--- src/pkg/adcfr_pkg.sv ---
// Shared constants and types for the converter framing controller.
`default_nettype none
package adcfr_pkg;
  // Core clock period and serial clock divider (core cycles per serial clock).
  localparam int          CLK_NS     = 5;
  localparam int          SCLK_DIV   = 10;
  localparam int          SCLK_NS    = CLK_NS * SCLK_DIV;
  localparam logic [3:0]  DIV_LAST   = 4'(SCLK_DIV - 1);
  localparam logic [3:0]  DIV_HALF   = 4'(SCLK_DIV / 2 - 1);

  // Frame length in serial clocks, in both directions.
  localparam logic [4:0]  FRAME_BITS = 5'h10;

  // Timing in nanoseconds as specified, then as whole serial clock periods (rounded up).
  localparam int          CONV_GAP_NS    = 5000;
  localparam int          PWRUP_NS       = 1000;
  localparam int          QUIET_NS       = 50;
  localparam logic [7:0]  CONV_GAP_SCLK  = 8'((CONV_GAP_NS + SCLK_NS - 1) / SCLK_NS);
  localparam logic [7:0]  PWRUP_SCLK     = 8'((PWRUP_NS + SCLK_NS - 1) / SCLK_NS);
  localparam logic [7:0]  QUIET_SCLK_RAW = 8'((QUIET_NS + SCLK_NS - 1) / SCLK_NS);
  localparam logic [7:0]  QUIET_SCLK     = (QUIET_SCLK_RAW == 8'h00) ? 8'h01 : QUIET_SCLK_RAW;

  // Control word field positions.
  localparam int          WRITE_BIT  = 15;
  localparam int          SEQ_BIT    = 14;
  localparam int          PM_HI_BIT  = 9;
  localparam int          PM_LO_BIT  = 8;
  localparam logic [1:0]  PM_NORMAL  = 2'h3;

  // Reset values of the tracked device state.
  localparam logic        POWERED_RST = 1'h0;
  localparam logic        SEQ_RST     = 1'h0;

  // A request from the user: a conversion frame, or an extra write whose answer is dropped.
  typedef struct packed {
    logic        extra_write;
    logic [15:0] word;
  } adcfr_cmd_type;

  // A result word: channel tag bits then the 12-bit value (leading zeros dropped).
  typedef struct packed {
    logic        channel_tag_hi;
    logic        channel_tag_lo;
    logic [11:0] value;
  } adcfr_res_type;

  localparam int RES_W = $bits(adcfr_res_type);

  typedef enum logic [0:0] {
    ADCFR_IDLE,
    ADCFR_FRAME
  } adcfr_state_type;
endpackage
`default_nettype wire

--- src/logic/adcfr_buf.sv ---
// Two-entry valid/ready buffer that carries results to the user.
`default_nettype none
module adcfr_buf #(
  parameter int WIDTH = 14,
  parameter int DEPTH = 2
) (
  // Clock and reset.
  input  wire logic             clk,
  input  wire logic             rst,
  // Filling side.
  input  wire logic             in_valid,
  output logic                  in_ready,
  input  wire logic [WIDTH-1:0] in_data,
  // Draining side.
  output logic                  out_valid,
  input  wire logic             out_ready,
  output logic [WIDTH-1:0]      out_data
);
  localparam int AW = $clog2(DEPTH);

  logic [WIDTH-1:0] mem_q [DEPTH];  // Storage entries.
  logic [AW-1:0]    wr_q;           // Write index.
  logic [AW-1:0]    rd_q;           // Read index.
  logic [AW:0]      cnt_q;          // Number of entries held.
  logic             push;
  logic             pop;

  // Full and empty come straight from the fill count, so neither can lie.
  assign in_ready  = (cnt_q != (AW+1)'(DEPTH));
  assign out_valid = (cnt_q != '0);
  assign push      = in_valid && in_ready;
  assign pop       = out_valid && out_ready;

  // Storage is written only on an accepted push.
  always_ff @(posedge clk)
  begin
    if (push)
    begin
      mem_q[wr_q] <= in_data;
    end
  end

  // The head entry is registered so the data output comes from a flip-flop.
  always_ff @(posedge clk or posedge rst)
  begin
    if (rst)
    begin
      out_data <= '0;
    end
    else if (pop && cnt_q > (AW+1)'(1))
    begin
      out_data <= mem_q[(rd_q == AW'(DEPTH - 1)) ? '0 : rd_q + 1'b1];
    end
    else if (push && (cnt_q == '0 || (pop && cnt_q == (AW+1)'(1))))
    begin
      out_data <= in_data;
    end
  end

  // Pointers and count.
  always_ff @(posedge clk or posedge rst)
  begin
    if (rst)
    begin
      wr_q  <= '0;
      rd_q  <= '0;
      cnt_q <= '0;
    end
    else
    begin
      if (push)
      begin
        wr_q <= (wr_q == AW'(DEPTH - 1)) ? '0 : wr_q + 1'b1;
      end
      if (pop)
      begin
        rd_q <= (rd_q == AW'(DEPTH - 1)) ? '0 : rd_q + 1'b1;
      end
      if (push && !pop)
      begin
        cnt_q <= cnt_q + 1'b1;
      end
      else if (pop && !push)
      begin
        cnt_q <= cnt_q - 1'b1;
      end
    end
  end
endmodule
`default_nettype wire

--- src/logic/adcfr_host.sv ---
// Host side framing controller: makes the serial clock, frames and spaces conversions.
`default_nettype none
module adcfr_host
  import adcfr_pkg::*;
(
  // Clock and reset.
  input  wire logic          clk,
  input  wire logic          rst,
  // User command stream.
  input  wire logic          cmd_valid,
  output logic               cmd_ready,
  input  wire adcfr_cmd_type cmd,
  output logic               cmd_refused,
  // User result stream.
  output logic               res_valid,
  input  wire logic          res_ready,
  output adcfr_res_type      res,
  // Tracked device state.
  output logic               powered,
  output logic               seq_active,
  // Device pins.
  output logic               sclk,
  output logic               host_tx_frame_sync_n,
  output logic               din,
  input  wire logic          dout
);
  // Registers end in _q; the rest are decodes of this cycle's state.
  adcfr_state_type state_q;          // Frame state.
  logic [3:0]      div_q;            // Serial clock divider phase.
  logic            sclk_q;           // Serial clock level.
  logic            fall_tick;        // Serial clock falls after this cycle.
  logic            rise_tick;        // Serial clock rises after this cycle.
  logic            dout_m_q;         // Synchroniser first stage.
  logic            dout_s_q;         // Synchronised device data.
  logic            cs_n_q;           // Frame sync, also the device select.
  logic            din_q;            // Data toward the device.
  logic [15:0]     tx_q;             // Outgoing word.
  logic [15:0]     rx_q;             // Incoming word.
  logic [4:0]      bits_q;           // Falling edges seen in this frame.
  logic            extra_q;          // Current frame is an extra write.
  logic [7:0]      since_conv_q;     // Serial periods since the last conversion start.
  logic [7:0]      since_end_q;      // Serial periods since the last select rise.
  logic            pwr_wait_q;       // A power-up settling wait is running.
  logic            powered_q;        // Device last commanded to normal power.
  logic            seq_q;            // Sequencer believed active.
  logic            frame_end;        // Select rises after this cycle.
  logic            refuse;           // Command at the head is refused.
  logic            go;               // Command at the head may start now.
  logic            buf_in_ready;     // Result buffer has room.
  logic            buf_push;         // Result written to the buffer.
  adcfr_res_type   buf_in;           // Result taken from the frame.

  // Divider phase gives one-cycle ticks just before each serial clock edge.
  // The high half comes first after reset, so the first fall is half a period in,
  // and a frame can only open on a rise, never in the middle of a period.
  assign fall_tick = (div_q == DIV_HALF);
  assign rise_tick = (div_q == DIV_LAST);
  assign frame_end = (state_q == ADCFR_FRAME) && rise_tick && (bits_q == FRAME_BITS);

  // The clock never stops between frames; the frame sync alone marks a transfer.
  // This keeps the divider trivial at the cost of a little idle switching.
  // free-running clock
  always_ff @(posedge clk or posedge rst)
  begin
    if (rst)
    begin
      div_q  <= 4'h0;
      sclk_q <= 1'h1;
    end
    else
    begin
      div_q <= rise_tick ? 4'h0 : div_q + 4'h1;
      if (fall_tick)
      begin
        sclk_q <= 1'h0;
      end
      else if (rise_tick)
      begin
        sclk_q <= 1'h1;
      end
    end
  end

  // The device data pin is foreign to this clock, so it passes two flops first.
  // The lag of two cycles is harmless: the first bit stands five cycles before it is taken, the rest ten.
  always_ff @(posedge clk or posedge rst)
  begin
    if (rst)
    begin
      dout_m_q <= 1'h0;
      dout_s_q <= 1'h0;
    end
    else
    begin
      dout_m_q <= dout;
      dout_s_q <= dout_m_q;
    end
  end

  // Start decision, taken only on a rise tick so frames sit on the clock grid.
  // A refused command never waits for spacing; it is dropped on the first rise tick
  // in idle, so the user learns of the mistake at once.
  always_comb
  begin
    // Defaults keep both strobes low outside a rise tick in idle.
    refuse = 1'h0;
    go     = 1'h0;
    if (state_q == ADCFR_IDLE && rise_tick && cmd_valid)
    begin
      if (cmd.extra_write)
      begin
        refuse = seq_q;
        go     = !seq_q && (since_end_q >= QUIET_SCLK);
      end
      else
      begin
        // A conversion waits for spacing, settling and room for its result.
        // power-up write first
        refuse = !powered_q;
        go     = powered_q && (since_conv_q >= CONV_GAP_SCLK)
                 && (since_end_q >= QUIET_SCLK)
                 && (!pwr_wait_q || since_end_q >= PWRUP_SCLK)
                 && buf_in_ready;
      end
    end
  end

  // Refusals consume the command so a bad request cannot block the queue.
  // The price is that a refused command is lost; the user must watch cmd_refused.
  assign cmd_ready   = go || refuse;
  assign cmd_refused = refuse;

  // Frame sequencing and shifting.
  // The word is loaded whole at the start, so cmd may change once it is taken.
  always_ff @(posedge clk or posedge rst)
  begin
    if (rst)
    begin
      state_q <= ADCFR_IDLE;
      cs_n_q  <= 1'h1;
      din_q   <= 1'h0;
      tx_q    <= 16'h0000;
      rx_q    <= 16'h0000;
      bits_q  <= 5'h00;
      extra_q <= 1'h0;
    end
    else
    begin
      unique case (state_q)
        ADCFR_IDLE:
        begin
          // Stay idle until the start decision lets the head command go.
          if (go)
          begin
            cs_n_q  <= 1'h0;
            tx_q    <= cmd.word;
            din_q   <= cmd.word[15];
            bits_q  <= 5'h00;
            extra_q <= cmd.extra_write;
            state_q <= ADCFR_FRAME;
          end
        end
        ADCFR_FRAME:
        begin
          if (fall_tick && bits_q != FRAME_BITS)
          begin
            rx_q   <= {rx_q[14:0], dout_s_q};
            bits_q <= bits_q + 5'h01;
          end
          // Ending on a rise tick gives the sixteenth bit a full low half first.
          if (frame_end)
          begin
            cs_n_q  <= 1'h1;
            state_q <= ADCFR_IDLE;
          end
          else if (rise_tick)
          begin
            // bit changes away from device sampling edge
            tx_q  <= {tx_q[14:0], 1'h0};
            din_q <= tx_q[14];
          end
        end
      endcase
    end
  end

  // Spacing counters, counted in whole serial periods and saturated.
  // since_end_q counts only in idle, so a running frame never looks like quiet time.
  // Both stop at the largest threshold they are compared with, so neither can wrap.
  always_ff @(posedge clk or posedge rst)
  begin
    if (rst)
    begin
      since_conv_q <= CONV_GAP_SCLK;
      since_end_q  <= PWRUP_SCLK;
    end
    else if (rise_tick)
    begin
      if (go && !cmd.extra_write)
      begin
        since_conv_q <= 8'h01;
      end
      else if (since_conv_q < CONV_GAP_SCLK)
      begin
        since_conv_q <= since_conv_q + 8'h01;
      end
      if (frame_end)
      begin
        since_end_q <= 8'h00;
      end
      else if (state_q == ADCFR_IDLE && since_end_q < PWRUP_SCLK)
      begin
        since_end_q <= since_end_q + 8'h01;
      end
    end
  end

  // Device state is taken when a write frame starts, since frames always run all
  // sixteen clocks and so never leave the control word half written.
  // A write to any power mode but normal clears the settling wait as well.
  always_ff @(posedge clk or posedge rst)
  begin
    if (rst)
    begin
      powered_q  <= POWERED_RST;
      seq_q      <= SEQ_RST;
      pwr_wait_q <= 1'h0;
    end
    else if (state_q == ADCFR_IDLE && go && cmd.word[WRITE_BIT])
    begin
      powered_q  <= ({cmd.word[PM_HI_BIT], cmd.word[PM_LO_BIT]} == PM_NORMAL);
      pwr_wait_q <= ({cmd.word[PM_HI_BIT], cmd.word[PM_LO_BIT]} == PM_NORMAL);
      seq_q      <= cmd.word[SEQ_BIT];
    end
    else if (pwr_wait_q && since_end_q >= PWRUP_SCLK && state_q == ADCFR_IDLE)
    begin
      // Settling time has run out; conversions may start again.
      pwr_wait_q <= 1'h0;
    end
  end

  // Extra writes still clock in sixteen bits, but nothing is kept from them.
  // extra-write answer dropped
  assign buf_push = frame_end && !extra_q;
  assign buf_in   = adcfr_res_type'(rx_q[13:0]);

  // Results wait here; a full buffer holds off the next conversion start.
  // Two entries let one result wait while the next conversion fills the other.
  adcfr_buf #(
    .WIDTH (RES_W),
    .DEPTH (2)
  ) u_res_buf (
    .clk       (clk),
    .rst       (rst),
    .in_valid  (buf_push),
    .in_ready  (buf_in_ready),
    .in_data   (buf_in),
    .out_valid (res_valid),
    .out_ready (res_ready),
    .out_data  (res)
  );

  // Pins and status come from flip-flops.
  // No pin is combinational, so nothing glitches toward the device.
  assign sclk                 = sclk_q;
  assign host_tx_frame_sync_n = cs_n_q;
  assign din                  = din_q;
  assign powered              = powered_q;
  assign seq_active           = seq_q;
endmodule
`default_nettype wire

--- config.mk ---
export PLATFORM = sky130hd
export DESIGN_NAME = adcfr_host
export DESIGN_NICKNAME = d
export VERILOG_FILES = /design/src/pkg/adcfr_pkg.sv /design/src/logic/adcfr_buf.sv /design/src/logic/adcfr_host.sv
export SDC_FILE = /design/constraint.sdc
export NUM_CORES = 1
export LEC_CHECK = 0
export ABC_CLOCK_PERIOD_IN_PS = 3100
export BUFFER_PORTS_ARGS = -buffer_cell sky130_fd_sc_hd__buf_2
export CAP_MARGIN = 0
export CORE_UTILIZATION = 50
export CTS_BUF_LIST = sky130_fd_sc_hd__clkbuf_16
export DETAILED_ROUTE_END_ITERATION = 10
export PLACE_DENSITY = 0.69
export SLEW_MARGIN = 30
export SYNTH_ARGS = -nofsm -noshare
export SYNTH_HDL_FRONTEND = slang
export SYNTH_SLANG_ARGS = --single-unit
export TNS_END_PERCENT = 1
--- constraint.sdc ---
create_clock -name clk -period 3.1 [get_ports clk]
set_input_delay 0.62 -clock clk [delete_from_list [all_inputs] [get_ports clk]]
set_output_delay 0.62 -clock clk [all_outputs]
set_load 0.02 [all_outputs]
==> results of run 1 <==
## metal layers
layer | share of wire | up-vias | global-route usage
li1 | - | 1439 | -
met1 | 0.48 | 1508 | 0.270
met2 | 0.48 | 56 | 0.299
met3 | 0.034 | 9 | 0.0400
met4 | 0.011 | 0 | 0.0680
met5 | 0 | - | 0
## timing repair
item	CTS	global route
buffers inserted	1	0
endpoints found under the setup margin	1	0
hold endpoints to repair	0	0
## logic make-up (layout without fill, tap and decap cells)
logic type	after synthesis	in the layout	share of synthesized area
flops	110	110	0.586
simple gates	90	90	0.102
mux	64	64	0.148
compound gates	51	51	0.0834
buf+inv	32	87	0.0308
fa+ha+maj	12	12	0.0303
xor+xnor	11	11	0.0195
## layout make-up
class | count | share of cell area
clock buffer | 9 | 0.0399
clock inverter | 7 | 0.0151
inverter | 19 | 0.0129
multi-input combinational | 228 | 0.337
sequential | 110 | 0.514
tap | 129 | 0.0286
timing repair buffer | 52 | 0.0523
## cells in the final DEF (no fill, tap or decap), types with 2 or more instances in the layout
cell type and count:
nand2b_1 2, nand2_1 24, a22o_1 2, clkinv_8 2
buf_4 8, dfstp_2 7, o221a_1 12, inv_6 2
xor2_1 6, inv_1 18, o22ai_1 3, nand3_1 7
a21oi_1 8, or2_1 2, nor2_1 18, clkbuf_16 9
mux2_2 23, dfrtp_1 75, nor3_1 6, and2_1 4
nor2b_1 4, mux2_4 10, ha_1 12, buf_2 43
mux2i_1 20, edfxtp_1 28, nand4_1 4, xnor2_1 5
o211ai_1 2, o21ai_0 13, and3_1 4, mux2_1 11
## how the worst max path moves through the flow
stage | from | slack [ns] | end | cells after the start
after global routing | since_conv_q[4] | 0.03 | cmd_ready | 6
final | since_conv_q[4] | 0.13 | cmd_ready | 6
after CTS | since_conv_q[4] | 0.13 | cmd_ready | 6
after global placement | since_end_q[0] | 0.48 | cmd_ready | 8
after floorplan | bits_q[0] | 0.33 | u_res_buf.mem_q[0][0] | 5
after detailed placement | since_end_q[0] | 0.40 | cmd_ready | 8
## through the flow
stage / total power [W] / cell area [sq um] / cells / worst slack [ns] / utilization
final: 0.00274 / 5650 / 554 / 0.133 / 0.600
after global routing: 0.00284 / 5650 / 554 / 0.0302 / 0.600
after CTS: 0.00277 / 5650 / 554 / 0.128 / 0.600
after detailed placement: 0.00159 / 5330 / 537 / 0.403 / 0.566
after global placement: 0.00159 / 5330 / 537 / 0.481 / 0.566
after floorplan: 0.00156 / 4950 / 370 / 0.326 / -
## critical path, delay by kind of cell, from the launching register on
family / cells / cell delay (ns)
simple gates: 3 / 0.70
compound gates: 2 / 0.73
flops: 1 / 0.42
buf+inv: 1 / 0.15
## power by group
group	switching (W)	internal (W)	total (W)
Combinational	0.0000351	0.0000269	0.0000620
Sequential	0.00000813	0.00149	0.00150
Clock	0.000595	0.000582	0.00118
## state kept, by name (all words and copies together) (netlist names), 2 cells and up
name	count
u_res_buf.cnt_q	2
bits_q	5
rx_q	14
tx_q	15
since_conv_q	8
since_end_q	8
div_q	4
u_res_buf.mem_q	28
u_res_buf.out_data	14
==> results.toml, run 1 <==
[cts]
ctsResizeCount = 0
cts_hold_buf = 0
cts_tree = "yes"
cts_inserted_buffers = 9
insertion_delay_ns = 0.35
h-tree-depth = 3
clk_pin_slew_ns = 0.08
cts.path.max_buffers = 2
clkSinkCount = 110
root_buffer = "clkbuf_16"

[layout]
regArea_sq_um = 2900
multi_input_comb_area_sq_um = 1900
finalNetCount = 454
antenna_cells = 0
drive_above_1_share = 0.282
final.fill_count = 755
syn_to_final_growth_pct = 14.0

[detailed_routing]
drc = 0
first_iter_violations = 90
antenna_left = 0
wl_per_cell_microns = 16.1
vias = 3012
firstDrtPassIters = 4
wl_microns = 8910
avgViaCountPerCell = 5.44

[logic_synthesis]
synth_cell_types = 57
synthCells = 370
ys_top_cells_by_area = "dfrtp_1 38%, edfxtp_1 17%, mux2_2 5.2%"
yosysTopAreaCellShare = 0.379
avgSynthCellArea_sq_um = 13.4
yosysMostFrequentCell = "dfrtp_1"
synth_common_cells = "75 x dfrtp_1, 28 x edfxtp_1, 24 x nand2_1"
async_reset_ff_frac = 0.745
synth_area_sq_um = 4950
synth_nets = 404
ys_ff_latch = 110
synth_edf_count = 28
synth_largest_area_cell = "dfrtp_1"
ys_warn_count = 0
synthFlopType = "dfrtp_1"
synth_seq_area_share = 0.586

[floorplan]
initial_core_util = 0.526
die_h_microns = 102
die-area_sq_um = 10300
ios = 44
coreArea_sq_um = 9420
rows = 35
chipWidth_microns = 102

[critical_path]
critPathMaxStageDelay_ns = 0.42
required_ns = 2.48
ff2ff_setup_slack_ns = 0.65
r2r_cells = 7
timing.rr.end = "u_res_buf.out_data[10]"
worstPathArrival_ns = 2.35
cp_slowest_cell = "dfrtp_1"
worstSetupPathType = "register to output pin"
worstPathMaxFanout = 6
start_kind = "register"
worst_setup_path_end_kind = "output pin"
crit_path_frequent_cell = "or2_1"
cp_cell_sequence = "o311a_1 > or2_1 > a41oi_4 > nor2_1 > or2_1 > buf_2"
regToRegStartpoint = "bits_q[0]"

[sta]
worst_pin_slew_ns = 0.861
worst_clock_skew_ns = 0.0109
hold_viol_final = 0
drv_slew = 0
slew_headroom = 0.426
post-route-period-util = 0.957
finalCriticalPeriod_ns = 2.97
setup_viol = 0
fin_setup_tns_ns = 0
fin_hold_ws_ns = 0.323
max_freq_mhz = 337
rsz0062_at_grt = "false"

[power_and_ir_drop]
leakage_nw = 2.46
vdd_drop_max_mv = 0.262
power_density_nw_per_um2 = 485

[flow_run]
drv_cap = 0

[global_routing]
grt-ovfl-total = 0
antenna_found_initial = 0
grt_max_degree = 50
grtUsageTotal = 0.193
grt_pass1_vias = 3055
grt_pass1_wl_microns = 15100

[placement]
io_buffers = 43
post-dp-hpwl_microns = 5840
gp_congestion = 0.786

[run_status]
status = "finished clean"

[min_path]
hold_class = "input pin to async pin"
(Power assumes the default switching activity.)
==> run 2: changes to the inputs <==
--- a/config.mk
+++ b/config.mk
@@ -5,7 +5,7 @@
 export SDC_FILE = /design/constraint.sdc
 export NUM_CORES = 1
 export LEC_CHECK = 0
-export ABC_CLOCK_PERIOD_IN_PS = 3100
+export ABC_CLOCK_PERIOD_IN_PS = 2800
 export BUFFER_PORTS_ARGS = -buffer_cell sky130_fd_sc_hd__buf_2
 export CAP_MARGIN = 0
 export CORE_UTILIZATION = 50
==> constraint.sdc (replaced) <==
create_clock -name clk -period 2.8 [get_ports clk]
set_input_delay 0.56 -clock clk [delete_from_list [all_inputs] [get_ports clk]]
set_output_delay 0.56 -clock clk [all_outputs]
set_load 0.02 [all_outputs]
==> run 2 against run 1 <==
  * Routed wire length up 0.33%
  * Cell count up 1.4%
  * Critical path depth up 2
  * Worst hold slack worse by 0.0058 ns
  * Global-route usage about the same
  * Total power up 9.1%
  * Core utilization up 0.85 points
  * Sequential share of layout area down 0.72 points
  * Flip-flop and latch count unchanged
  * Clock skew down 0.0039 ns
  * Non-clock buffer count up 8
  * Cell area up 1.4%
  * Critical path type unchanged
  * Highest routed layer unchanged
==> results.toml, run 2 (same netlist as run 1, synthesis figures left out) <==
[run_status]
status = "finished clean"

[detailed_routing]
wl_per_cell_microns = 15.9
avgViaCountPerCell = 5.38
wl_microns = 8940
drc = 0
first_iter_violations = 100
firstDrtPassIters = 5
vias = 3025
antenna_left = 0

[global_routing]
antenna_found_initial = 0
grt_pass1_wl_microns = 15100
grt_max_degree = 46
grt_pass1_vias = 3057
grt-ovfl-total = 0
grtUsageTotal = 0.192

[critical_path]
worstPathMaxFanout = 2
regToRegStartpoint = "div_q[2]"
ff2ff_setup_slack_ns = 0.43
worstSetupPathType = "register to output pin"
r2r_cells = 8
start_kind = "register"
timing.rr.end = "tx_q[10]"
worst_setup_path_end_kind = "output pin"
worstPathArrival_ns = 2.20
required_ns = 2.24

[layout]
mostFrequentLayoutCell = "dfrtp_1"
largest_reg_flops = 28
final_area_sq_um = 5730
final_cell_mix = "75 x dfrtp_1, 42 x buf_2, 28 x edfxtp_1, 24 x nand2_1, 23 x mux2_2"
top_register = "u_res_buf.mem_q"
antenna_cells = 0
syn_to_final_growth_pct = 15.6
drive_above_1_share = 0.307
largestRegisters = "u_res_buf.mem_q: 28 flops, tx_q: 15 flops"
finalNetCount = 462

[cts]
h-tree-depth = 3
clkSinkCount = 110
root_buffer = "clkbuf_16"
cts.path.max_buffers = 2
cts_inserted_buffers = 9
clk_pin_slew_ns = 0.08
cts_tree = "yes"
insertion_delay_ns = 0.34

[sta]
max_freq_mhz = 363
drv_slew = 0
hold_viol_final = 0
fin_hold_ws_ns = 0.317
slew_headroom = 0.438
worst_pin_slew_ns = 0.844
setup_viol = 0
post-route-period-util = 0.985
worst_clock_skew_ns = 0.00699
finalCriticalPeriod_ns = 2.76
rsz0062_at_grt = "true"

[floorplan]
coreArea_sq_um = 9420
die_h_microns = 102
chipWidth_microns = 102
die-area_sq_um = 10300
rows = 35
initial_core_util = 0.526
ios = 44

[power_and_ir_drop]
power_density_nw_per_um2 = 522
leakage_nw = 2.50
vdd_drop_max_mv = 0.305

[placement]
io_buffers = 43
placed_cell_area_sq_um = 5370
post-dp-hpwl_microns = 6060
gp_congestion = 0.860

[flow_run]
drv_cap = 0

[min_path]
hold_class = "input pin to async pin"
[run 2: worst max path at each step]
stage / from / endpoint / slack (ns)
2_1_floorplan: bits_q[0] / u_res_buf.mem_q[0][0] / 0.03
3_3_place_gp: since_end_q[0] / cmd_ready / 0.31
3_5_place_dp: since_end_q[0] / cmd_ready / 0.27
4_1_cts: since_end_q[1] / cmd_ready / 0.006
5_1_grt: since_end_q[1] / cmd_ready / -0.05
6_report: since_end_q[0] / cmd_ready / 0.04
[run 2: cell type report]
class | instances | area [sq um]
fill | 757 | 3690
sequential | 110 | 2900
multi-input combinational | 228 | 1930
timing repair buffer | 60 | 362
clock buffer | 9 | 225
tap | 129 | 161
clock inverter | 7 | 72.6
inverter | 19 | 72.6
[run 2: what timing repair did]
item | in CTS | in global routing
setup buffers | 2 | 2
hold buffers | 0 | 0
pin swaps | 1 | 4
setup endpoints to repair | 1 | 1
gates resized for setup | 2 | 7
[run 2: per-layer routing]
metal | GRT usage | vias to the layer above | routed length, microns
li1 | - | 1452 | -
met1 | 0.263 | 1502 | 4150
met2 | 0.305 | 56 | 4270
met3 | 0.0386 | 15 | 327
met4 | 0.0725 | 0 | 186
met5 | 0 | - | 0
[run 2: where the power goes]
group	total, W	leakage (nW)	internal [W]	switching [W]
Clock	0.00126	0.144	0.000634	0.000623
Combinational	0.0000697	1.10	0.0000306	0.0000391
Sequential	0.00166	1.25	0.00165	0.00000919
[run 2: critical path, stage by stage (launching register included)]
cell and delay (ns):
dfrtp_1 0.39, inv_1 0.13, ha_4 0.15, or4b_4 0.49, nor2_4 0.14, a21o_1 0.16
nor2_2 0.05, or2_1 0.22, buf_6 0.13
[run 2: through the flow]
stage | setup TNS [ns] | worst slack, ns | util | power, W | instances
final | 0 | 0.0426 | 0.608 | 0.00299 | 562
after detailed placement | 0 | 0.271 | 0.570 | 0.00177 | 542
after global routing | -0.0468 | -0.0468 | 0.608 | 0.00309 | 562
after floorplan | 0 | 0.0258 | - | 0.00173 | 370
after global placement | 0 | 0.311 | 0.570 | 0.00176 | 542
after CTS | 0 | 0.00561 | 0.604 | 0.00302 | 560
==> run 3: changes to the inputs <==
--- a/config.mk
+++ b/config.mk
@@ -15,5 +15,6 @@
 export SLEW_MARGIN = 30
 export SYNTH_ARGS = -nofsm -noshare
 export SYNTH_HDL_FRONTEND = slang
+export SYNTH_HIERARCHICAL = 1
 export SYNTH_SLANG_ARGS = --single-unit
 export TNS_END_PERCENT = 1
==> run 3 against run 2 <==
  * Synthesized cell count up 6.5%
  * Critical path depth down 3
  * Clock power about the same
  * Clock skew up 0.0083 ns
  * Fmax rose by 3.3%
  * Count of clock-buffer cells in the layout unchanged
  * Routed wire length rose by 1.5%
  * Total power grew 0.90%
  * Register-to-register slack barely moved
  * Critical endpoint unchanged
  * Highest routed layer unchanged
==> results.toml, run 3 <==
[layout]
antenna_cells = 0
fin_util = 0.588
largestRegisters = "u_res_buf/mem_q: 28 flops, tx_q: 15 flops"
largest_reg_flops = 28
top_register = "u_res_buf/mem_q"
drive_above_1_share = 0.339
final_cell_mix = "75 x dfrtp_1, 43 x buf_2, 38 x mux2_2, 28 x edfxtp_1, 26 x nand3_1"
final_area_sq_um = 5830
finalNetCount = 475
syn_to_final_growth_pct = 12.3
final.fill_count = 822
mostFrequentLayoutCell = "dfrtp_1"

[global_routing]
grtUsageTotal = 0.179
grt_max_degree = 38
antenna_found_initial = 0
grt-ovfl-total = 0
grt_pass1_vias = 3083
grt_pass1_wl_microns = 15300

[logic_synthesis]
synth_cell_types = 55
synth_largest_area_cell = "dfrtp_1"
synth_common_cells = "75 x dfrtp_1, 38 x mux2_2, 28 x edfxtp_1"
synth_edf_count = 28
synth.mux.area_fraction = 0.178
synth-simple-area-share = 0.0999
yosys.area_share.adder = 0.0289
synthCells = 394
synth_nets = 428
async_reset_ff_frac = 0.745
synthFlopType = "dfrtp_1"
synth_compound_area_frac = 0.0777
avgSynthCellArea_sq_um = 13.2
synth_area_sq_um = 5190
synth-xor-area-share = 0.0186
ys_ff_latch = 110
synth_top_family_by_area = "multiplexers"
yosysTopAreaCellShare = 0.362
ys_warn_count = 6
synth_seq_area_share = 0.559
ys_top_cells_by_area = "dfrtp_1 36%, edfxtp_1 16%, mux2_2 8.2%"
yosysMostFrequentCell = "dfrtp_1"

[sta]
post-route-period-util = 0.953
worst_pin_slew_ns = 0.746
slew_headroom = 0.502
hold_viol_final = 0
drv_slew = 0
worst_clock_skew_ns = 0.0153
fin_setup_tns_ns = 0
setup_viol = 0
finalCriticalPeriod_ns = 2.67
rsz0062_at_grt = "false"
max_freq_mhz = 375

[cts]
cts_inserted_buffers = 9
clk_pin_slew_ns = 0.08
cts_tree = "yes"
cts_hold_buf = 0
root_buffer = "clkbuf_16"
clkSinkCount = 110
insertion_delay_ns = 0.35
post_cts_buffers = 0
ctsResizeCount = 0
h-tree-depth = 3
cts.path.max_buffers = 2

[power_and_ir_drop]
leakage_nw = 2.72
vdd_drop_max_mv = 0.328
power_density_nw_per_um2 = 518

[detailed_routing]
antenna_left = 0
drc = 0
vias = 3134
wl_per_cell_microns = 15.7
avgViaCountPerCell = 5.41
first_iter_violations = 93
wl_microns = 9070
firstDrtPassIters = 4

[floorplan]
rows = 36
chipWidth_microns = 104
die-area_sq_um = 10800
initial_core_util = 0.523
coreArea_sq_um = 9910
die_h_microns = 104
ios = 44

[placement]
placed_cell_area_sq_um = 5510
io_buffers = 43
post-dp-hpwl_microns = 6140
gp_congestion = 0.797

[critical_path]
crit_start = "div_q[1]"
cp_cell_sequence = "and4bb_2 > and3_1 > and2_1 > a21o_1 > buf_2"
required_ns = 2.24
cp_slowest_cell = "dfrtp_1"
start_kind = "register"
crit_end = "cmd_ready"
critPathMaxStageDelay_ns = 0.47
ff2ff_setup_slack_ns = 0.43
r2r_cells = 6
timing.rr.end = "u_res_buf/out_data[3]"
worstPathArrival_ns = 2.11
worstPathMaxFanout = 10
worstSetupPathType = "register to output pin"
worst_setup_path_end_kind = "output pin"
regToRegStartpoint = "div_q[1]"

[run_status]
status = "finished clean"

[flow_run]
drv_cap = 0

[min_path]
hold_class = "input pin to async pin"
run 3: worst max-delay path, delay by kind of cell (launching register included):
kind | cells | cell delay, ns
simple gates | 3 | 0.98
flops | 1 | 0.47
compound gates | 1 | 0.16
buf+inv | 1 | 0.16
run 3: layout make-up:
class,instances,area (sq um),area share
Clock inverter,7,86.3,0.0148
Multi-Input combinational cell,251,2090,0.359
Clock buffer,9,225,0.0387
Inverter,18,67.6,0.0116
Timing Repair Buffer,51,288,0.0494
Sequential cell,110,2900,0.498
Tap cell,133,166,0.0286
run 3: where the power goes:
| group | switching (W) | internal, W | leakage [nW] | total [W] |
|---|---|---|---|---|
| Sequential | 0.00000932 | 0.00165 | 1.26 | 0.00166 |
| Combinational | 0.0000416 | 0.0000265 | 1.31 | 0.0000681 |
| Clock | 0.000642 | 0.000643 | 0.151 | 0.00129 |
| Total | 0.000693 | 0.00232 | 2.72 | 0.00302 |
run 3: cell families (layout without fill, tap and decap cells):
| logic type | count (synthesis) | in the layout |
|---|---|---|
| fa+ha+maj | 12 | 12 |
| simple gates | 95 | 95 |
| buf+inv | 33 | 85 |
| compound gates | 55 | 55 |
| xor+xnor | 11 | 11 |
| mux | 78 | 78 |
| flops | 110 | 110 |
run 3: worst min-delay path by stage:
stage              from        to  slack, ns  depth (start not counted)
6_report            rst   rx_q[5]       0.30                          2
3_3_place_gp   dout_m_q  dout_s_q       0.34                          0
5_1_grt            dout  dout_m_q       0.32                          1
2_1_floorplan  dout_m_q  dout_s_q       0.33                          0
3_5_place_dp   dout_m_q  dout_s_q       0.34                          0
4_1_cts             rst  rx_q[12]       0.31                          2
run 3: per-layer routing:
layer  global-route usage  part of all wire
met2                0.297              0.49
met4               0.0551             0.011
met5                    0                 0
met3               0.0345             0.031
met1                0.238              0.47
run 3: stage by stage:
| stage | setup slack [ns] | hold WS (ns) | power, W | instances |
|---|---|---|---|---|
| 2_1_floorplan | 0.606 | 0.331 | 0.00173 | 394 |
| 6_report | 0.132 | 0.296 | 0.00302 | 579 |
| 3_5_place_dp | 0.423 | 0.338 | 0.00177 | 563 |
| 3_3_place_gp | 0.484 | 0.337 | 0.00176 | 563 |
| 5_1_grt | 0.0229 | 0.318 | 0.00312 | 579 |
| 4_1_cts | 0.0944 | 0.310 | 0.00305 | 579 |
